$ cat config.mk
export PLATFORM = sky130hd
export DESIGN_NAME = rcm_ref_clock_monitor
export DESIGN_NICKNAME = d
export VERILOG_FILES = /design/src/pkg/rcm_pkg.sv /design/src/rtl/rcm_ref_clock_monitor.sv
export SDC_FILE = /design/constraint.sdc
export NUM_CORES = 1
export LEC_CHECK = 0
export BUFFER_PORTS_ARGS = -buffer_cell sky130_fd_sc_hd__buf_2
export CORE_AREA = 5 5 196 198
export DETAILED_ROUTE_END_ITERATION = 10
export DIE_AREA = 0 0 201 203
export GPL_TIMING_DRIVEN = 0
export PLACE_DENSITY = 0.76
export SLEW_MARGIN = 10
export SYNTH_ARGS = -nofsm -noshare
export SYNTH_HDL_FRONTEND = slang
export SYNTH_SLANG_ARGS = --single-unit
$ cat constraint.sdc
create_clock -name hclk -period 5.9 [get_ports hclk]
set_clock_uncertainty 0.05 [all_clocks]
set_input_delay 0.59 -clock hclk [delete_from_list [all_inputs] [get_ports hclk]]
set_output_delay 0.59 -clock hclk [all_outputs]
set_load 0.02 [all_outputs]
$ cat src/pkg/rcm_pkg.sv
package rcm_pkg;
    // Register byte offsets
    localparam logic [7:0] OFS_LOS_SETUP = 8'h00;
    localparam logic [7:0] OFS_LOS_MARGINS = 8'h04;
    localparam logic [7:0] OFS_LOS_NOMINAL = 8'h08;
    localparam logic [7:0] OFS_LOS_STATUS = 8'h0C;
    localparam logic [7:0] OFS_ACT_STATE = 8'h10;
    localparam logic [7:0] OFS_ACT_EVENT = 8'h14;
    localparam logic [7:0] OFS_ACT_WINDOW = 8'h18;
    localparam logic [7:0] OFS_ACT_ACC = 8'h1C;
    localparam logic [7:0] OFS_ACT_REJ = 8'h20;
    localparam logic [7:0] OFS_ACT_NOMINAL = 8'h24;
    localparam logic [7:0] OFS_SOFT_RESET = 8'h28;

    // Field positions and widths
    localparam int LOS_MASK_BIT = 0;
    localparam int LOS_DIV_LSB = 3;
    localparam int LOS_DIV_W = 5;
    localparam int LOS_GOOD_LSB = 8;
    localparam int LOS_FAIL_LSB = 12;
    localparam int TIMES_W = 4;
    localparam int LOS_ACC_LSB = 16;
    localparam int LOS_REJ_LSB = 0;
    localparam int LOS_W = 13;
    localparam int ACT_MASK_BIT = 20;
    localparam int ACT_DIV_LSB = 0;
    localparam int ACT_DIV_W = 19;
    localparam int ACT_W = 22;
    localparam int STS_LOS_BIT = 0;
    localparam int STS_INVALID_BIT = 1;
    localparam int SRST_UNIT0_BIT = 0;
    localparam int SRST_UNIT1_BIT = 1;

    // Compare and ratio widths shared by both monitors
    localparam int CW = 24;
    localparam int RW = 19;
    localparam int NUM_MON = 2;
    localparam int MON_LOS = 0;
    localparam int MON_ACT = 1;

    // Reset values
    localparam logic STS_RST = 1'b1;
    localparam logic EVT_RST = 1'b1;
    localparam logic [31:0] CFG_RST = 32'h0000_0000;

    typedef struct packed {
        logic [CW-1:0] nom;
        logic [CW-1:0] acc;
        logic [CW-1:0] rej;
        logic [RW-1:0] ratio;
    } rcm_mon_cfg_t;

    typedef struct packed {
        logic win_end;
        logic accept;
        logic reject;
    } rcm_verdict_t;

    typedef enum logic [0:0] {
        RCM_BUS_IDLE,
        RCM_BUS_WRITE
    } rcm_bus_state_t;
endpackage

$ cat src/rtl/rcm_ref_clock_monitor.sv
// The address map and register access over AHB-Lite were chosen for this implementation.
`timescale 1ns/10ps
// Contract
// - LOS window accepted when final count within nominal plus/minus accept margin.
// - LOS window rejected when final count outside nominal plus/minus reject margin.
// - LOS nominal count is expected clock periods per window, reference for margins.
// - LOS nominal count zero disables LOS monitor and forces LOS status high.
// - Activity status reads 0 qualified, 1 disqualified; resets to 1.
// - Activity event set and held while disqualified, sticky until software clears.
// - Writing one clears activity event; no effect while disqualification persists.
// - Activity event set on leaving reset; software clears after programming.
// - Activity failure mask removes activity status from the reference-invalid indication; zero uses status unmasked.
// - LOS window is one divided reference period; ratio 0 or 1 means none.
// - LOS status clears after good-times accepts, sets after fail-times rejects.
// - LOS failure mask removes LOS status from the reference-invalid indication.
module rcm_ref_clock_monitor (
    input wire logic hclk,
    input wire logic hresetn,
    input wire logic hsel,
    input wire logic [31:0] haddr,
    input wire logic [1:0] htrans,
    input wire logic hwrite,
    input wire logic [2:0] hsize,
    input wire logic [31:0] hwdata,
    input wire logic hready,
    output logic hreadyout,
    output logic hresp,
    output logic [31:0] hrdata,
    input wire logic ref_clk_in,
    output logic los_status,
    output logic act_status,
    output logic ref_invalid,
    output logic activity_unit1_soft_reset
);

    function automatic logic [rcm_pkg::CW-1:0] abs_diff(
        input logic [rcm_pkg::CW-1:0] a,
        input logic [rcm_pkg::CW-1:0] b
    );
        abs_diff = (a >= b) ? a - b : b - a;
    endfunction

    // Zero behaves as one for ratios and times alike
    function automatic logic [rcm_pkg::RW:0] at_least_one(input logic [rcm_pkg::RW-1:0] v);
        at_least_one = (v == '0) ? {{rcm_pkg::RW{1'b0}}, 1'b1} : {1'b0, v};
    endfunction

    // Configuration registers
    logic [31:0] los_setup_q, los_setup_d;
    logic [31:0] los_marg_q, los_marg_d;
    logic [31:0] los_nom_q, los_nom_d;
    logic [31:0] act_win_q, act_win_d;
    logic [31:0] act_acc_q, act_acc_d;
    logic [31:0] act_rej_q, act_rej_d;
    logic [31:0] act_nom_q, act_nom_d;
    logic [1:0] soft_rst_q, soft_rst_d;
    logic [31:0] rdata_q, rdata_d;
    logic [7:0] wr_addr_q, wr_addr_d;
    rcm_pkg::rcm_bus_state_t bus_q, bus_d;
    logic act_evt_clr;

    // Monitor state
    logic ref_s1_q, ref_s2_q, ref_prev_q;
    logic [rcm_pkg::RW-1:0] edge_cnt_q [rcm_pkg::NUM_MON];
    logic [rcm_pkg::RW-1:0] edge_cnt_d [rcm_pkg::NUM_MON];
    logic [rcm_pkg::CW-1:0] cyc_cnt_q [rcm_pkg::NUM_MON];
    logic [rcm_pkg::CW-1:0] cyc_cnt_d [rcm_pkg::NUM_MON];
    rcm_pkg::rcm_mon_cfg_t cfg [rcm_pkg::NUM_MON];
    rcm_pkg::rcm_verdict_t verdict [rcm_pkg::NUM_MON];
    logic ref_edge;
    logic act_srst;
    logic los_sts_q, los_sts_d;
    logic [rcm_pkg::TIMES_W-1:0] good_q, good_d, fail_q, fail_d;
    logic act_sts_q, act_sts_d;
    logic act_evt_q, act_evt_d;
    logic los_invalid, act_invalid;

    // ---------------- AHB-Lite slave ----------------
    logic addr_valid;
    assign addr_valid = hsel & hready & htrans[1] & (hsize == 3'h2);
    assign hreadyout = 1'b1;
    assign hresp = 1'b0;
    assign hrdata = rdata_q;

    function automatic logic [31:0] read_mux(input logic [7:0] a);
        case (a)
            rcm_pkg::OFS_LOS_SETUP: read_mux = los_setup_q;
            rcm_pkg::OFS_LOS_MARGINS: read_mux = los_marg_q;
            rcm_pkg::OFS_LOS_NOMINAL: read_mux = los_nom_q;
            rcm_pkg::OFS_LOS_STATUS: read_mux = {30'h0000_0000, ref_invalid, los_sts_q};
            rcm_pkg::OFS_ACT_STATE: read_mux = {31'h0000_0000, act_sts_q};
            rcm_pkg::OFS_ACT_EVENT: read_mux = {31'h0000_0000, act_evt_q};
            rcm_pkg::OFS_ACT_WINDOW: read_mux = act_win_q;
            rcm_pkg::OFS_ACT_ACC: read_mux = act_acc_q;
            rcm_pkg::OFS_ACT_REJ: read_mux = act_rej_q;
            rcm_pkg::OFS_ACT_NOMINAL: read_mux = act_nom_q;
            rcm_pkg::OFS_SOFT_RESET: read_mux = {30'h0000_0000, soft_rst_q};
            default: read_mux = 32'h0000_0000;
        endcase
    endfunction

    // Masks keep reserved bits at zero
    localparam logic [31:0] LOS_SETUP_MASK = 32'h0000_FFF9;
    localparam logic [31:0] LOS_MARG_MASK = 32'h1FFF_1FFF;
    localparam logic [31:0] LOS_NOM_MASK = 32'h0000_1FFF;
    localparam logic [31:0] ACT_WIN_MASK = 32'h0017_FFFF;
    localparam logic [31:0] ACT_THR_MASK = 32'h003F_FFFF;

    always_comb begin
        los_setup_d = los_setup_q;
        los_marg_d = los_marg_q;
        los_nom_d = los_nom_q;
        act_win_d = act_win_q;
        act_acc_d = act_acc_q;
        act_rej_d = act_rej_q;
        act_nom_d = act_nom_q;
        soft_rst_d = soft_rst_q;
        rdata_d = rdata_q;
        wr_addr_d = wr_addr_q;
        bus_d = rcm_pkg::RCM_BUS_IDLE;
        act_evt_clr = 1'b0;
        case (bus_q)
            rcm_pkg::RCM_BUS_WRITE: begin
                case (wr_addr_q)
                    rcm_pkg::OFS_LOS_SETUP: los_setup_d = hwdata & LOS_SETUP_MASK;
                    rcm_pkg::OFS_LOS_MARGINS: los_marg_d = hwdata & LOS_MARG_MASK;
                    rcm_pkg::OFS_LOS_NOMINAL: los_nom_d = hwdata & LOS_NOM_MASK;
                    rcm_pkg::OFS_ACT_EVENT: act_evt_clr = hwdata[0];
                    rcm_pkg::OFS_ACT_WINDOW: act_win_d = hwdata & ACT_WIN_MASK;
                    rcm_pkg::OFS_ACT_ACC: act_acc_d = hwdata & ACT_THR_MASK;
                    rcm_pkg::OFS_ACT_REJ: act_rej_d = hwdata & ACT_THR_MASK;
                    rcm_pkg::OFS_ACT_NOMINAL: act_nom_d = hwdata & ACT_THR_MASK;
                    rcm_pkg::OFS_SOFT_RESET: soft_rst_d = hwdata[1:0];
                    default: ;
                endcase
            end
            rcm_pkg::RCM_BUS_IDLE: ;
            default: ;
        endcase
        if (addr_valid) begin
            if (hwrite) begin
                bus_d = rcm_pkg::RCM_BUS_WRITE;
                wr_addr_d = haddr[7:0];
            end else begin
                // Read data is captured in the address phase, so zero wait states
                rdata_d = read_mux(haddr[7:0]);
            end
        end
    end

    always_ff @(posedge hclk or negedge hresetn) begin
        if (!hresetn) begin
            los_setup_q <= rcm_pkg::CFG_RST;
            los_marg_q <= rcm_pkg::CFG_RST;
            los_nom_q <= rcm_pkg::CFG_RST;
            act_win_q <= rcm_pkg::CFG_RST;
            act_acc_q <= rcm_pkg::CFG_RST;
            act_rej_q <= rcm_pkg::CFG_RST;
            act_nom_q <= rcm_pkg::CFG_RST;
            soft_rst_q <= 2'h0;
            rdata_q <= 32'h0000_0000;
            wr_addr_q <= 8'h00;
            bus_q <= rcm_pkg::RCM_BUS_IDLE;
        end else begin
            los_setup_q <= los_setup_d;
            los_marg_q <= los_marg_d;
            los_nom_q <= los_nom_d;
            act_win_q <= act_win_d;
            act_acc_q <= act_acc_d;
            act_rej_q <= act_rej_d;
            act_nom_q <= act_nom_d;
            soft_rst_q <= soft_rst_d;
            rdata_q <= rdata_d;
            wr_addr_q <= wr_addr_d;
            bus_q <= bus_d;
        end
    end

    // ---------------- Window measurement ----------------
    assign ref_edge = ref_s2_q & ~ref_prev_q;
    assign act_srst = soft_rst_q[rcm_pkg::SRST_UNIT0_BIT];
    assign activity_unit1_soft_reset = soft_rst_q[rcm_pkg::SRST_UNIT1_BIT];

    always_comb begin
        cfg[rcm_pkg::MON_LOS].nom = rcm_pkg::CW'(los_nom_q[rcm_pkg::LOS_W-1:0]);
        cfg[rcm_pkg::MON_LOS].acc =
            rcm_pkg::CW'(los_marg_q[rcm_pkg::LOS_ACC_LSB +: rcm_pkg::LOS_W]);
        cfg[rcm_pkg::MON_LOS].rej =
            rcm_pkg::CW'(los_marg_q[rcm_pkg::LOS_REJ_LSB +: rcm_pkg::LOS_W]);
        cfg[rcm_pkg::MON_LOS].ratio =
            rcm_pkg::RW'(los_setup_q[rcm_pkg::LOS_DIV_LSB +: rcm_pkg::LOS_DIV_W]);
        cfg[rcm_pkg::MON_ACT].nom = rcm_pkg::CW'(act_nom_q[rcm_pkg::ACT_W-1:0]);
        cfg[rcm_pkg::MON_ACT].acc = rcm_pkg::CW'(act_acc_q[rcm_pkg::ACT_W-1:0]);
        cfg[rcm_pkg::MON_ACT].rej = rcm_pkg::CW'(act_rej_q[rcm_pkg::ACT_W-1:0]);
        cfg[rcm_pkg::MON_ACT].ratio = act_win_q[rcm_pkg::ACT_DIV_LSB +: rcm_pkg::ACT_DIV_W];
    end

    always_comb begin
        for (int i = 0; i < rcm_pkg::NUM_MON; i++) begin
            verdict[i] = '0;
            edge_cnt_d[i] = edge_cnt_q[i];
            // Saturates so a dead-slow reference still lands outside the margins
            cyc_cnt_d[i] = (&cyc_cnt_q[i]) ? cyc_cnt_q[i] : cyc_cnt_q[i] + 1'b1;
            if (ref_edge) begin
                if ({1'b0, edge_cnt_q[i]} + 1'b1 >= at_least_one(cfg[i].ratio)) begin
                    verdict[i].win_end = 1'b1;
                    edge_cnt_d[i] = '0;
                    cyc_cnt_d[i] = '0;
                end else begin
                    edge_cnt_d[i] = edge_cnt_q[i] + 1'b1;
                end
            end
            verdict[i].accept = verdict[i].win_end &
                (abs_diff(cyc_cnt_q[i], cfg[i].nom) <= cfg[i].acc);
            verdict[i].reject = verdict[i].win_end &
                (abs_diff(cyc_cnt_q[i], cfg[i].nom) > cfg[i].rej);
        end
        if (act_srst) begin
            edge_cnt_d[rcm_pkg::MON_ACT] = '0;
            cyc_cnt_d[rcm_pkg::MON_ACT] = '0;
        end
    end

    always_ff @(posedge hclk or negedge hresetn) begin
        if (!hresetn) begin
            ref_s1_q <= 1'b0;
            ref_s2_q <= 1'b0;
            ref_prev_q <= 1'b0;
            for (int i = 0; i < rcm_pkg::NUM_MON; i++) begin
                edge_cnt_q[i] <= '0;
                cyc_cnt_q[i] <= '0;
            end
        end else begin
            ref_s1_q <= ref_clk_in;
            ref_s2_q <= ref_s1_q;
            ref_prev_q <= ref_s2_q;
            for (int i = 0; i < rcm_pkg::NUM_MON; i++) begin
                edge_cnt_q[i] <= edge_cnt_d[i];
                cyc_cnt_q[i] <= cyc_cnt_d[i];
            end
        end
    end

    // ---------------- Qualification ----------------
    logic [rcm_pkg::TIMES_W:0] good_need, fail_need;
    assign good_need = (rcm_pkg::TIMES_W + 1)'(at_least_one(rcm_pkg::RW'(
        los_setup_q[rcm_pkg::LOS_GOOD_LSB +: rcm_pkg::TIMES_W])));
    assign fail_need = (rcm_pkg::TIMES_W + 1)'(at_least_one(rcm_pkg::RW'(
        los_setup_q[rcm_pkg::LOS_FAIL_LSB +: rcm_pkg::TIMES_W])));

    always_comb begin
        los_sts_d = los_sts_q;
        good_d = good_q;
        fail_d = fail_q;
        if (cfg[rcm_pkg::MON_LOS].nom == '0) begin
            los_sts_d = 1'b1;
            good_d = '0;
            fail_d = '0;
        end else if (verdict[rcm_pkg::MON_LOS].reject) begin
            good_d = '0;
            if (!los_sts_q) begin
                if ({1'b0, fail_q} + 1'b1 >= fail_need) begin
                    los_sts_d = 1'b1;
                    fail_d = '0;
                end else begin
                    fail_d = fail_q + 1'b1;
                end
            end
        end else if (verdict[rcm_pkg::MON_LOS].accept && los_sts_q) begin
            if ({1'b0, good_q} + 1'b1 >= good_need) begin
                los_sts_d = 1'b0;
                good_d = '0;
                fail_d = '0;
            end else begin
                good_d = good_q + 1'b1;
            end
        end
    end

    always_comb begin
        act_sts_d = act_sts_q;
        if (act_srst || cfg[rcm_pkg::MON_ACT].nom == '0) begin
            act_sts_d = 1'b1;
        end else if (verdict[rcm_pkg::MON_ACT].reject) begin
            act_sts_d = 1'b1;
        end else if (verdict[rcm_pkg::MON_ACT].accept) begin
            act_sts_d = 1'b0;
        end
        // Set wins over a clear in the same cycle
        act_evt_d = (act_evt_q & ~act_evt_clr) | act_sts_q;
    end

    always_ff @(posedge hclk or negedge hresetn) begin
        if (!hresetn) begin
            los_sts_q <= rcm_pkg::STS_RST;
            good_q <= '0;
            fail_q <= '0;
            act_sts_q <= rcm_pkg::STS_RST;
            act_evt_q <= rcm_pkg::EVT_RST;
        end else begin
            los_sts_q <= los_sts_d;
            good_q <= good_d;
            fail_q <= fail_d;
            act_sts_q <= act_sts_d;
            act_evt_q <= act_evt_d;
        end
    end

    assign los_invalid = los_sts_q & ~los_setup_q[rcm_pkg::LOS_MASK_BIT];
    assign act_invalid = act_sts_q & ~act_win_q[rcm_pkg::ACT_MASK_BIT];
    assign ref_invalid = los_invalid | act_invalid;
    assign los_status = los_sts_q;
    assign act_status = act_sts_q;

endmodule // rcm_ref_clock_monitor

Word level (Yosys, flattened, before mapping) --
Index checks and enable logic that the tools add are counted.
Storage, ports and cells: bits in registers 282, input port bits 75
Cells by class: add/subtract/negate cells 14, $lt $le $gt $ge 10, equal/unequal tests 20, mux-type cells 45, bitwise operators 18, reduce and logical (&&, ||, !) cells 28
Operators by type and width (number):
- $pmux 29 s11 | 1
- $mux 24 | 9
- $mux 19 | 5
- $eq 8x5->1 const B | 7
- $add 24x1->24 const B | 2
- $eq 8x6->1 const B | 6
- $logic_not 24->1 | 2
- $mux 4 | 12
- $reduce_and 24->1 | 2
- $add 19x1->20 const B | 2
- $add 19x1->19 const B | 2
- $logic_not 19->1 | 2
- $eq 8x4->1 const B | 3
- $ge 24x13->1 | 1
- $ge 24x22->1 | 1
- $gt 24x13->1 | 1
- $gt 24x22->1 | 1
- $le 24x13->1 | 1
- $le 24x22->1 | 1
- $sub 13x24->24 | 1
- $sub 22x24->24 | 1
- $sub 24x13->24 | 1
- $sub 24x22->24 | 1
- $reduce_and 2->1 | 11
- other kinds (20) | 59

Depth between registers and ports, before layout --
Gate-level depths: netlist of the first run.
word-level depth 10, depth in mapped cells 27, mapped depth without buffers 25

Worst setup path after synthesis of the first run --
OpenSTA, ideal clock, no wires.
kind reg-to-reg, start register cyc_cnt_q[16] (netlist name), end register act_sts_q (netlist: act_status), library setup time 93 ps, data arrival time 4765 ps, required time 5757 ps, setup slack 992 ps, cell stages (with the launch flop) 24, clock period less this slack 4908 ps, cells stage by stage dfrtp_1 > ha_1 > buf_2 > nand4_2 > or4_4 > nand3b_4 > o221ai_2 > buf_6 > mux2_2 > o21ai_1 > a211oi_2 > a211oi_1 > xnor2_1 > ha_1 > a21o_1 > a21o_1 > a21oi_1 > o21ai_0 > a2111oi_0 > o21ai_0 > mux2i_1 > nand4_1 > mux2i_1 > a31oi_1
Between the ends: cells in the longest elaborated chain, start to end 6, elaborated cells between the ends (all ways) 11, those cells by class 2 x add/sub; 3 x order compare; 3 x mux; 2 x bitwise; 1 x reduce/logical
Ends and longest elaborated chain:
- start, declared | RTL line rcm_ref_clock_monitor.sv:66 | logic [rcm_pkg::CW-1:0] cyc_cnt_q [rcm_pkg::NUM_MON];
- start signal, assigned by index | RTL line rcm_ref_clock_monitor.sv:239 | cyc_cnt_q[i] <= cyc_cnt_d[i];
- $sub 22x24->24 (tied with other cells) | RTL line rcm_ref_clock_monitor.sv:40 | abs_diff = (a >= b) ? a - b : b - a;
- $mux 24 (*) | RTL line rcm_ref_clock_monitor.sv:40
- $gt 24x22->1 | RTL line rcm_ref_clock_monitor.sv:216 | (abs_diff(cyc_cnt_q[i], cfg[i].nom) > cfg[i].rej);
- $and 1x1->1 | RTL line rcm_ref_clock_monitor.sv:215 | verdict[i].reject = verdict[i].win_end &
- $mux 1 | RTL line rcm_ref_clock_monitor.sv:284 | end else if (verdict[rcm_pkg::MON_ACT].reject) begin
- $mux 1 | RTL line rcm_ref_clock_monitor.sv:282 | if (act_srst || cfg[rcm_pkg::MON_ACT].nom == '0) begin
- end signal, assigned | RTL line rcm_ref_clock_monitor.sv:298 | act_sts_q <= rcm_pkg::STS_RST;
- end signal, assigned | RTL line rcm_ref_clock_monitor.sv:304 | act_sts_q <= act_sts_d;
- end, declared | RTL line rcm_ref_clock_monitor.sv:74 | logic act_sts_q, act_sts_d;
Every way passes the cells marked *; elsewhere a longest branch is shown, timed or not. A chain may end at the register's enable or synchronous reset.

Worst setup path in the final report of the first run --
start register los_nom_q[3], end register fail_q[0] (netlist name)
Between the ends: cells in the longest elaborated chain, start to end 7, elaborated cells between the ends (all ways) 16, those cells by class 2 x add/sub; 3 x order compare; 1 x eq/ne; 3 x mux; 2 x bitwise; 5 x reduce/logical
Ends and longest elaborated chain:
- start, declared | RTL line rcm_ref_clock_monitor.sv:51 | logic [31:0] los_nom_q, los_nom_d;
- start signal, assigned | RTL line rcm_ref_clock_monitor.sv:155 | los_nom_q <= rcm_pkg::CFG_RST;
- start signal, assigned | RTL line rcm_ref_clock_monitor.sv:167 | los_nom_q <= los_nom_d;
- $sub 13x24->24 (tied with other cells) | RTL line rcm_ref_clock_monitor.sv:40
- $mux 24 | RTL line rcm_ref_clock_monitor.sv:40
- $le 24x13->1 | RTL line rcm_ref_clock_monitor.sv:214 | (abs_diff(cyc_cnt_q[i], cfg[i].nom) <= cfg[i].acc);
- $and 1x1->1 | RTL line rcm_ref_clock_monitor.sv:213 | verdict[i].accept = verdict[i].win_end &
- $logic_and 1x1->1 | RTL line rcm_ref_clock_monitor.sv:269 | end else if (verdict[rcm_pkg::MON_LOS].accept && los_sts_q) begin
- $reduce_bool 3->1 (no line)
- $reduce_and 3->1 (no line)
- end signal, assigned | RTL line rcm_ref_clock_monitor.sv:303 | fail_q <= fail_d;
- end, declared | RTL line rcm_ref_clock_monitor.sv:73 | logic [rcm_pkg::TIMES_W-1:0] good_q, good_d, fail_q, fail_d;
Parallel ways exist; a longest one is shown, timed or not.

==> impl_summary.log, run 1 <==
INFO  metric detailedRoute.firstIterationViolations = 1385
INFO  metric post_route_cells_drive_above_1_share = around 14%
INFO  metric min_path_type = input port to asynchronous set/reset pin
INFO  metric p_clk_share = 38.8%
INFO  metric postSynthRegisterBits = 279
INFO  metric postSynthCellCount = 2153
INFO  metric most_common_cell_after_layout_fill_and_taps_aside = dfrtp_1
INFO  metric clock_pin_slew_on_the_worst_setup_and_hold_paths = 0.05 ns
INFO  metric finalCritPeriodShare = 95.4%
INFO  metric synth-edff-count = 0
INFO  metric layout_common_cells = dfrtp_1, nand2_1, inv_1
INFO  metric peakVddDrop = 0.293 mV
INFO  metric floorplan.initialDensity = 53.1%
INFO  metric r2r_end = fail_q[0]
INFO  metric finish.net_count = 2529
INFO  metric clock_path_buffers = 3
INFO  metric cts_made_buffers = 34
INFO  metric yosys_warnings = 0
INFO  metric die_height = 203 um
INFO  metric cp.required = 6.25 ns
INFO  metric dieWidth = about 200 um
INFO  metric grt_setup_unrepaired = no
INFO  metric num_vias = 16500
INFO  metric io_pins = 113
INFO  metric synth_top_cells_by_area = dfrtp_1, ha_1, mux2_2
INFO  metric num_antenna_cells = 0
INFO  metric root_buffer = clkbuf_16
INFO  metric postSynth.asyncResetShare = 100%
INFO  metric cts_tree = done
INFO  metric insertion_delay_of_the_later_clocked_pin_in_the_worst_skew_pair = 0.53 ns
INFO  metric p_total = 0.00570 W
INFO  metric status = finished, final reports clean
INFO  metric fp_rows = 70
INFO  metric first_global_vias = 16500
INFO  metric drc_violation_count_after_routing = 0
INFO  metric regToRegStartpoint = los_nom_q[3]
INFO  metric setup.reg_to_reg.worst_slack = 0.27 ns
INFO  metric core-area = ~36000 sq um
INFO  metric worst_pin_slew = 1.15 ns
INFO  metric route.final.wire_length = 58000 um
INFO  metric finalHoldViolCount = 0
INFO  metric grt_overflow = 0
INFO  metric power_switching_share = ~31%
INFO  metric cellInternalPower = 0.00393 W
INFO  metric post-synth-top-area-cell = dfrtp_1
INFO  metric postSynth.topFlopCell = dfrtp_1
INFO  metric port_buffers = 78
INFO  metric synthesis.area_per_instance = ~9 sq um
INFO  metric critical_path.max_fanout = 17
INFO  metric first_pass_grt_wire_length = 90700 um
INFO  metric power_leakage = 10.5 nW
INFO  metric synth_area = 19300 sq um
INFO  metric ant_nets = 0
INFO  metric arrival = 5.98 ns
INFO  metric critical_path.endpoint_type = register
INFO  metric pin_count_of_the_biggest_net_entering_global_routing = about 110
INFO  metric timing.slew.headroom = 22.5%
INFO  metric fp.dieArea = 40800 sq um
INFO  metric distinct_cell_type_count_after_synthesis = 92
INFO  metric clock-sinks = about 280
INFO  metric wl_per_instance = 21.0 um
INFO  metric power.density_cell_area = roughly 260 nW/um^2
INFO  metric gp_congestion = 0.997
INFO  metric grt.total_usage = 27.7%
INFO  metric setup_viol_count_final = 0
INFO  metric vias_per_cell = 5.98
INFO  metric finish.utilization = 59.6%
INFO  metric cts_hold_buf = 0
INFO  metric area_delta_synth_final = 12.1%
INFO  metric final_max_slew_violation_count = 0
INFO  metric dpl.hpwl = 45100 um
INFO  metric combPwrFrac = 23.1%
INFO  metric p_switching = 0.00177 W
INFO  metric clock.fmax = 0.178 GHz
INFO  metric reported_max_cap_violation_count = 0
INFO  metric synth.yosys.seq_area_share = 36.2%
INFO  metric seq_power_share = a little under two fifths
INFO  metric timing_worst_setup_path_type = register to register
INFO  metric rr_worst_depth = 20
INFO  metric critPathLaunchType = register
INFO  metric initial_antenna_violation_count = 2
INFO  metric post-route-min-period = 5.63 ns
INFO  metric clock_tree.htree_level_count = 2
INFO  metric drt_pass1_iterations = 6
INFO  metric synth_top_area_share = 35.8%
how the worst max path moves through the flow:
| stage | start | end | slack, ns | depth (start not counted) |
|---|---|---|---|---|
| after floorplan | cyc_cnt_q[16] | act_status | 0.99 | 23 |
| after global placement | hresetn | cyc_cnt_q[42] | -0.88 | 1 |
| after detailed placement | los_nom_q[3] | fail_q[0] | -0.42 | 22 |
| after CTS | act_nom_q[16] | act_status | 0.06 | 26 |
| after global routing | act_nom_q[17] | act_status | 0.002 | 25 |
| final | los_nom_q[3] | fail_q[0] | 0.27 | 20 |
repair_timing:
item,CTS,global route
hold endpoints to repair,0,0
endpoints found under the setup margin,10,8
pin swaps,0,4
buffers inserted,0,3
gates resized for setup,4,20
power groups by stage:
stage	clock [W]	sequential, W	combinational [W]
global placement	0	0.00220	0.00122
global route	0.00231	0.00219	0.00146
floorplan	0	0.00214	0.000915
CTS	0.00223	0.00217	0.00129
detailed placement	0	0.00220	0.00127
finish	0.00221	0.00217	0.00132
routing by layer:
metal | wire, um | up-vias | GRT usage (%)
met5 | 12 | - | 0
li1 | - | 7788 | -
met3 | 4500 | 118 | 6.40
met1 | 24700 | 8020 | 36.2
met2 | 26700 | 588 | 45.3
met4 | 2140 | 2 | 10.2
metrics by stage:
stage	instances	setup slack, ns	hold WS, ns	instance area (sq um)	TNS, ns
global placement	2702	-0.877	0.286	20300	-234.31
floorplan	2156	0.992	0.244	19300	0
detailed placement	2705	-0.418	0.293	20400	-2.99
global route	2761	0.00244	0.101	21700	0
finish	2761	0.270	0.0343	21700	0
CTS	2761	0.0587	0.0634	21600	0
critical path: stages (launching register included):
cell,delay [ns]
dfrtp_1,0.45
inv_1,0.13
ha_1,0.30
clkbuf_1,0.31
and4_1,0.29
nand4b_1,0.20
and4_1,0.24
and2_4,0.16
buf_8,0.15
nand2_1,0.07
o21ai_0,0.17
o22ai_1,0.32
a21oi_1,0.13
xnor2_1,0.35
ha_1,0.33
o21ai_0,0.49
o21ai_0,0.29
a2111oi_4,0.44
a31oi_4,0.20
mux2i_2,0.21
a22o_1,0.24
cells by family (layout without fill, tap and decap cells):
family | Yosys count | count (layout) | share of synthesized area [%]
and+or+nand+nor | 668 | 668 | 16.8
AOI/OAI and AO/OA | 487 | 487 | 16.5
buffers and inverters | 295 | 432 | 6.17
DFF | 279 | 279 | 36.2
adders and majority gates | 182 | 182 | 11.9
muxes | 135 | 135 | 7.64
xor gates and xnor gates | 105 | 105 | 4.76
other | 2 | 5 | 0.0389
synth_stat cells (16+ instances only):
| cell | number |
|---|---|
| buf_2 | 19 |
| nor4_1 | 20 |
| xor2_1 | 28 |
| nand3_1 | 56 |
| and3_1 | 20 |
| a221oi_1 | 26 |
| mux2_2 | 99 |
| inv_1 | 201 |
| and2_1 | 19 |
| o21ai_0 | 134 |
| nand4_1 | 45 |
| xnor2_1 | 77 |
| nor2_1 | 142 |
| a21o_1 | 54 |
| nand2b_1 | 30 |
| mux2i_1 | 35 |
| clkbuf_1 | 51 |
| a21oi_1 | 122 |
| o21a_1 | 17 |
| nand2_1 | 235 |
| ha_1 | 178 |
| nor2b_1 | 16 |
| nor3_1 | 34 |
| dfrtp_1 | 276 |
registers in the layout (all words and copies together) (netlist names), 2 cells and up:
| signal | cells |
|---|---|
| fail_q | 4 |
| edge_cnt_q | 38 |
| act_win_q | 20 |
| los_marg_q | 26 |
| soft_rst_q | 2 |
| act_rej_q | 22 |
| act_nom_q | 22 |
| cyc_cnt_q | 48 |
| good_q | 4 |
| los_nom_q | 13 |
| los_setup_q | 14 |
| hrdata | 29 |
| act_acc_q | 22 |
| wr_addr_q | 8 |
cell type report:
class	count	area [sq um]
Buffer	88	422
Clock buffer	50	1030
Clock inverter	7	141
Fill cell	3158	14700
Inverter	203	762
Multi-Input combinational cell	1582	11200
Sequential cell	279	6990
Tap cell	468	586
Timing Repair Buffer	84	485
Note: power is estimated with default switching activity, not from simulation.
==> inputs of run 2 (changes only) <==
Settings changed: ABC_AREA from default to 1, CORE_AREA 5 5 196 198 to 5 5 201 203, DIE_AREA 0 0 201 203 to 0 0 206 208.
==> run 2 against run 1 <==
Against the previous run:
- count of clock-buffer cells in the layout shrank 11
- highest routed layer unchanged
- synthesized area grew 5.5%
- combinational power shrank 63%
- setup slack gained 0.31 ns
- sequential power fell by 8%
- sequential share of layout area is 1.4 points lower
- non-clock buffer count down 26
==> impl_summary.log, run 2 <==
INFO  metric status = finished, final reports clean
INFO  metric critical_path.endpoint_type = register
INFO  metric final_critical_path_setup_slack = 0.585 ns
INFO  metric aggregate_negative_setup_slack = 0 ns
INFO  metric postSynth.asyncResetShare = 100%
INFO  metric floorplan.initialDensity = a little over half
INFO  metric clock_pin_slew_on_the_worst_setup_and_hold_paths = 0.06 ns
INFO  metric gp_congestion = 1.01
INFO  metric num_antenna_cells = 0
INFO  metric postSynth.topFlopCell = dfrtp_1
INFO  metric critical_path.slowest_cell = dfrtp_1
INFO  metric finish.net_count = between 3000 and 4000
INFO  metric synth.yosys.seq_area_share = around a third
INFO  metric hold_path_end = ref_s1_q
INFO  metric grt.total_usage = 31.6%
INFO  metric largest_register_ffs = 48
INFO  metric p_switching = 0.00119 W
INFO  metric finalNonFillerCells = ~3500
INFO  metric insertion_delay_of_the_later_clocked_pin_in_the_worst_skew_pair = 0.58 ns
INFO  metric grtUsageMet3 = between 4 and 5%
INFO  metric reported_max_cap_violation_count = 0
INFO  metric route.final.wire_length = 68800 um
INFO  metric drt_pass1_iterations = 6
INFO  metric setup_viol_count_final = 0
INFO  metric core-area = ~38000 sq um
INFO  metric distinct_cell_type_count_after_synthesis = 65
INFO  metric setup.reg_to_reg.worst_slack = 0.58 ns
INFO  metric post-route-min-period = 5.32 ns
INFO  metric area_delta_synth_final = 10.8%
INFO  metric finalHoldViolCount = 0
INFO  metric placed_cells_incl_taps = 3447
INFO  metric cts_hold_buf = 1
INFO  metric power_leakage = 12.4 nW
INFO  metric worst_pin_slew = 1.08 ns
INFO  metric drc_violation_count_after_routing = 0
INFO  metric fp.dieArea = 42800 sq um
INFO  metric clock_tree.htree_level_count = 1
INFO  metric regToRegStartpoint = cyc_cnt_q[24]
INFO  metric timing.hold.worst_path_depth = 1
INFO  metric yosys_warnings = 0
INFO  metric cts_made_buffers = 31
INFO  metric fp_rows = 72
INFO  metric grt_setup_unrepaired = no
INFO  metric io_pins = about 110
INFO  metric peakVddDrop = 0.234 mV
INFO  metric power.density_cell_area = between 200 and 250 nW/um^2
INFO  metric critical-path-top-delay-family = simple AND/OR/NAND/NOR gates
INFO  metric synthesis.area_per_instance = 7.16 sq um
INFO  metric clock_path_buffers = 3
INFO  metric seq_power_share = 43.7%
INFO  metric post-cts-setup-buffer-count = 0
INFO  metric arrival = between 5 and 6 ns
INFO  metric worst-path-stages = 32
INFO  metric num_vias = 20100
INFO  metric path_common_cell = nand2_1
INFO  metric cts_tree = done
INFO  metric dpl.hpwl = 55200 um
INFO  metric cells_resized_by_post_cts_repair = 0
INFO  metric wl_per_instance = 19.7 um
INFO  metric synth.top_cells.by_count = nand2_1, inv_1, dfrtp_1
INFO  metric clock.fmax = 0.188 GHz
INFO  metric critical_path.max_fanout = 10
INFO  metric timing_worst_setup_path_type = register to register
INFO  metric detailedRoute.firstIterationViolations = 2171
INFO  metric most_common_cell_after_layout_fill_and_taps_aside = nand2_1
INFO  metric globalRoute.busiestLayer = met2
INFO  metric root_buffer = clkbuf_16
INFO  metric synth_top_cells_by_area = dfrtp_1, nand2_1, ha_1
INFO  metric finalCritPeriodShare = 90.1%
INFO  metric initial_antenna_violation_count = 2
INFO  metric synth-edff-count = 0
INFO  metric cp_num_buf_inv = 4
INFO  metric postSynthRegisterBits = 279
INFO  metric layout_common_cells = nand2_1, inv_1, dfrtp_1
INFO  metric first_global_vias = 19700
INFO  metric grt.met1_usage = between 40 and 50%
INFO  metric postSynthCellCount = 2845
INFO  metric r2r_end = fail_q[1]
INFO  metric first_pass_grt_wire_length = roughly 110000 um
INFO  metric crit_path_max_incr_delay = approximately 0.47 ns
INFO  metric power_switching_share = 26.2%
INFO  metric rr_worst_depth = 32
INFO  metric grt_util_met2 = 53.2%
INFO  metric hold_path.startpoint = ref_clk_in
INFO  metric cellInternalPower = 0.00336 W
INFO  metric final_max_slew_violation_count = 0
INFO  metric synth_area = 20400 sq um
INFO  metric synthMostInstantiatedCell = nand2_1
INFO  metric dieWidth = 206 um
INFO  metric synth_top_area_share = approximately a third
INFO  metric grt_overflow = 0
INFO  metric vias_per_cell = 5.75
INFO  metric post_route_cells_drive_above_1_share = 7.24%
INFO  metric p_clk_share = 45.5%
INFO  metric post-synth-top-area-cell = dfrtp_1
INFO  metric critPathLaunchType = register
INFO  metric clock-sinks = 279
INFO  metric pin_count_of_the_biggest_net_entering_global_routing = 110
INFO  metric port_buffers = 79
INFO  metric timing.slew.headroom = 27.0%
INFO  metric cp.required = approximately 6.3 ns
INFO  metric min_path_type = input port to register
INFO  metric largest_register = cyc_cnt_q
INFO  metric dp_worst_setup_slack = around 0.72 ns
INFO  metric ant_nets = 0
INFO  metric combPwrFrac = 10.8%
INFO  metric die_height = 208 um
==> run 2: cell count changes after synthesis, moves of 19 or more <==
cell and delta:
nor2_1 +86, a21oi_1 +19, nand2_1 +441, mux2_2 -99
xnor2_1 -62, o21ai_0 +119, xor2_1 +33, nand2b_1 -30
a21o_1 -47, nand3_1 +53, mux2i_1 -30, o22ai_1 +52
inv_1 +281
==> run 2: how the worst max path moves through the flow <==
| stage | start | to | slack (ns) |
|---|---|---|---|
| final | cyc_cnt_q[24] | fail_q[1] | 0.58 |
| after global routing | cyc_cnt_q[24] | fail_q[1] | 0.32 |
| after CTS | cyc_cnt_q[24] | fail_q[1] | 0.68 |
| after detailed placement | cyc_cnt_q[24] | fail_q[1] | 0.72 |
| after global placement | hresetn | cyc_cnt_q[22] | -0.92 |
| after floorplan | cyc_cnt_q[24] | los_status | 1.90 |
==> run 2: stage by stage <==
step | area, sq um | hold WS (ns) | power [W] | utilization, %
4_1_cts | 22600 | 0.0792 | 0.00456 | 59.0
3_5_place_dp | 21500 | 0.290 | 0.00250 | 56.2
2_1_floorplan | 20400 | 0.244 | 0.00231 | -
6_report | 22600 | 0.0922 | 0.00455 | 59.0
3_3_place_gp | 21400 | 0.298 | 0.00248 | 56.0
5_1_grt | 22600 | 0.0796 | 0.00471 | 59.0
==> run 2: power by group through the flow <==
| stage | clock, W | sequential [W] | combinational (W) |
|---|---|---|---|
| 3_5_place_dp | 0 | 0.00202 | 0.000480 |
| 6_report | 0.00207 | 0.00199 | 0.000490 |
| 3_3_place_gp | 0 | 0.00202 | 0.000455 |
| 2_1_floorplan | 0 | 0.00202 | 0.000296 |
| 5_1_grt | 0.00217 | 0.00200 | 0.000548 |
| 4_1_cts | 0.00208 | 0.00199 | 0.000486 |
==> run 2: cell type report <==
| type | count | area [sq um] |
|---|---|---|
| inverters | 500 | 1880 |
| multi-input cells | 2005 | 11200 |
| well taps | 518 | 648 |
| clock buffers | 39 | 866 |
| flip-flops and latches | 279 | 6990 |
| fillers | 3631 | 15700 |
| plain buffers | 64 | 284 |
| clock inverters | 14 | 206 |
| repair buffers | 82 | 470 |
==> run 2: cell families after synthesis <==
logic type                 Yosys count  share of synthesized area [%]
and+or+nand+nor                   1185                           24.9
buffers and inverters              564                           10.6
AOI/OAI and AO/OA                  552                           15.3
DFF                                279                           34.3
adders and majority gates          182                           11.3
xor gates and xnor gates            76                           3.27
muxes                                5                          0.246
other                                2                         0.0368
==> run 2: routing by layer <==
metal | up-vias | part of all wire [%]
li1 | 9477 | -
met1 | 9575 | 40
met2 | 893 | 48
met3 | 170 | 7.7
met4 | 4 | 4.3
met5 | - | 0.033
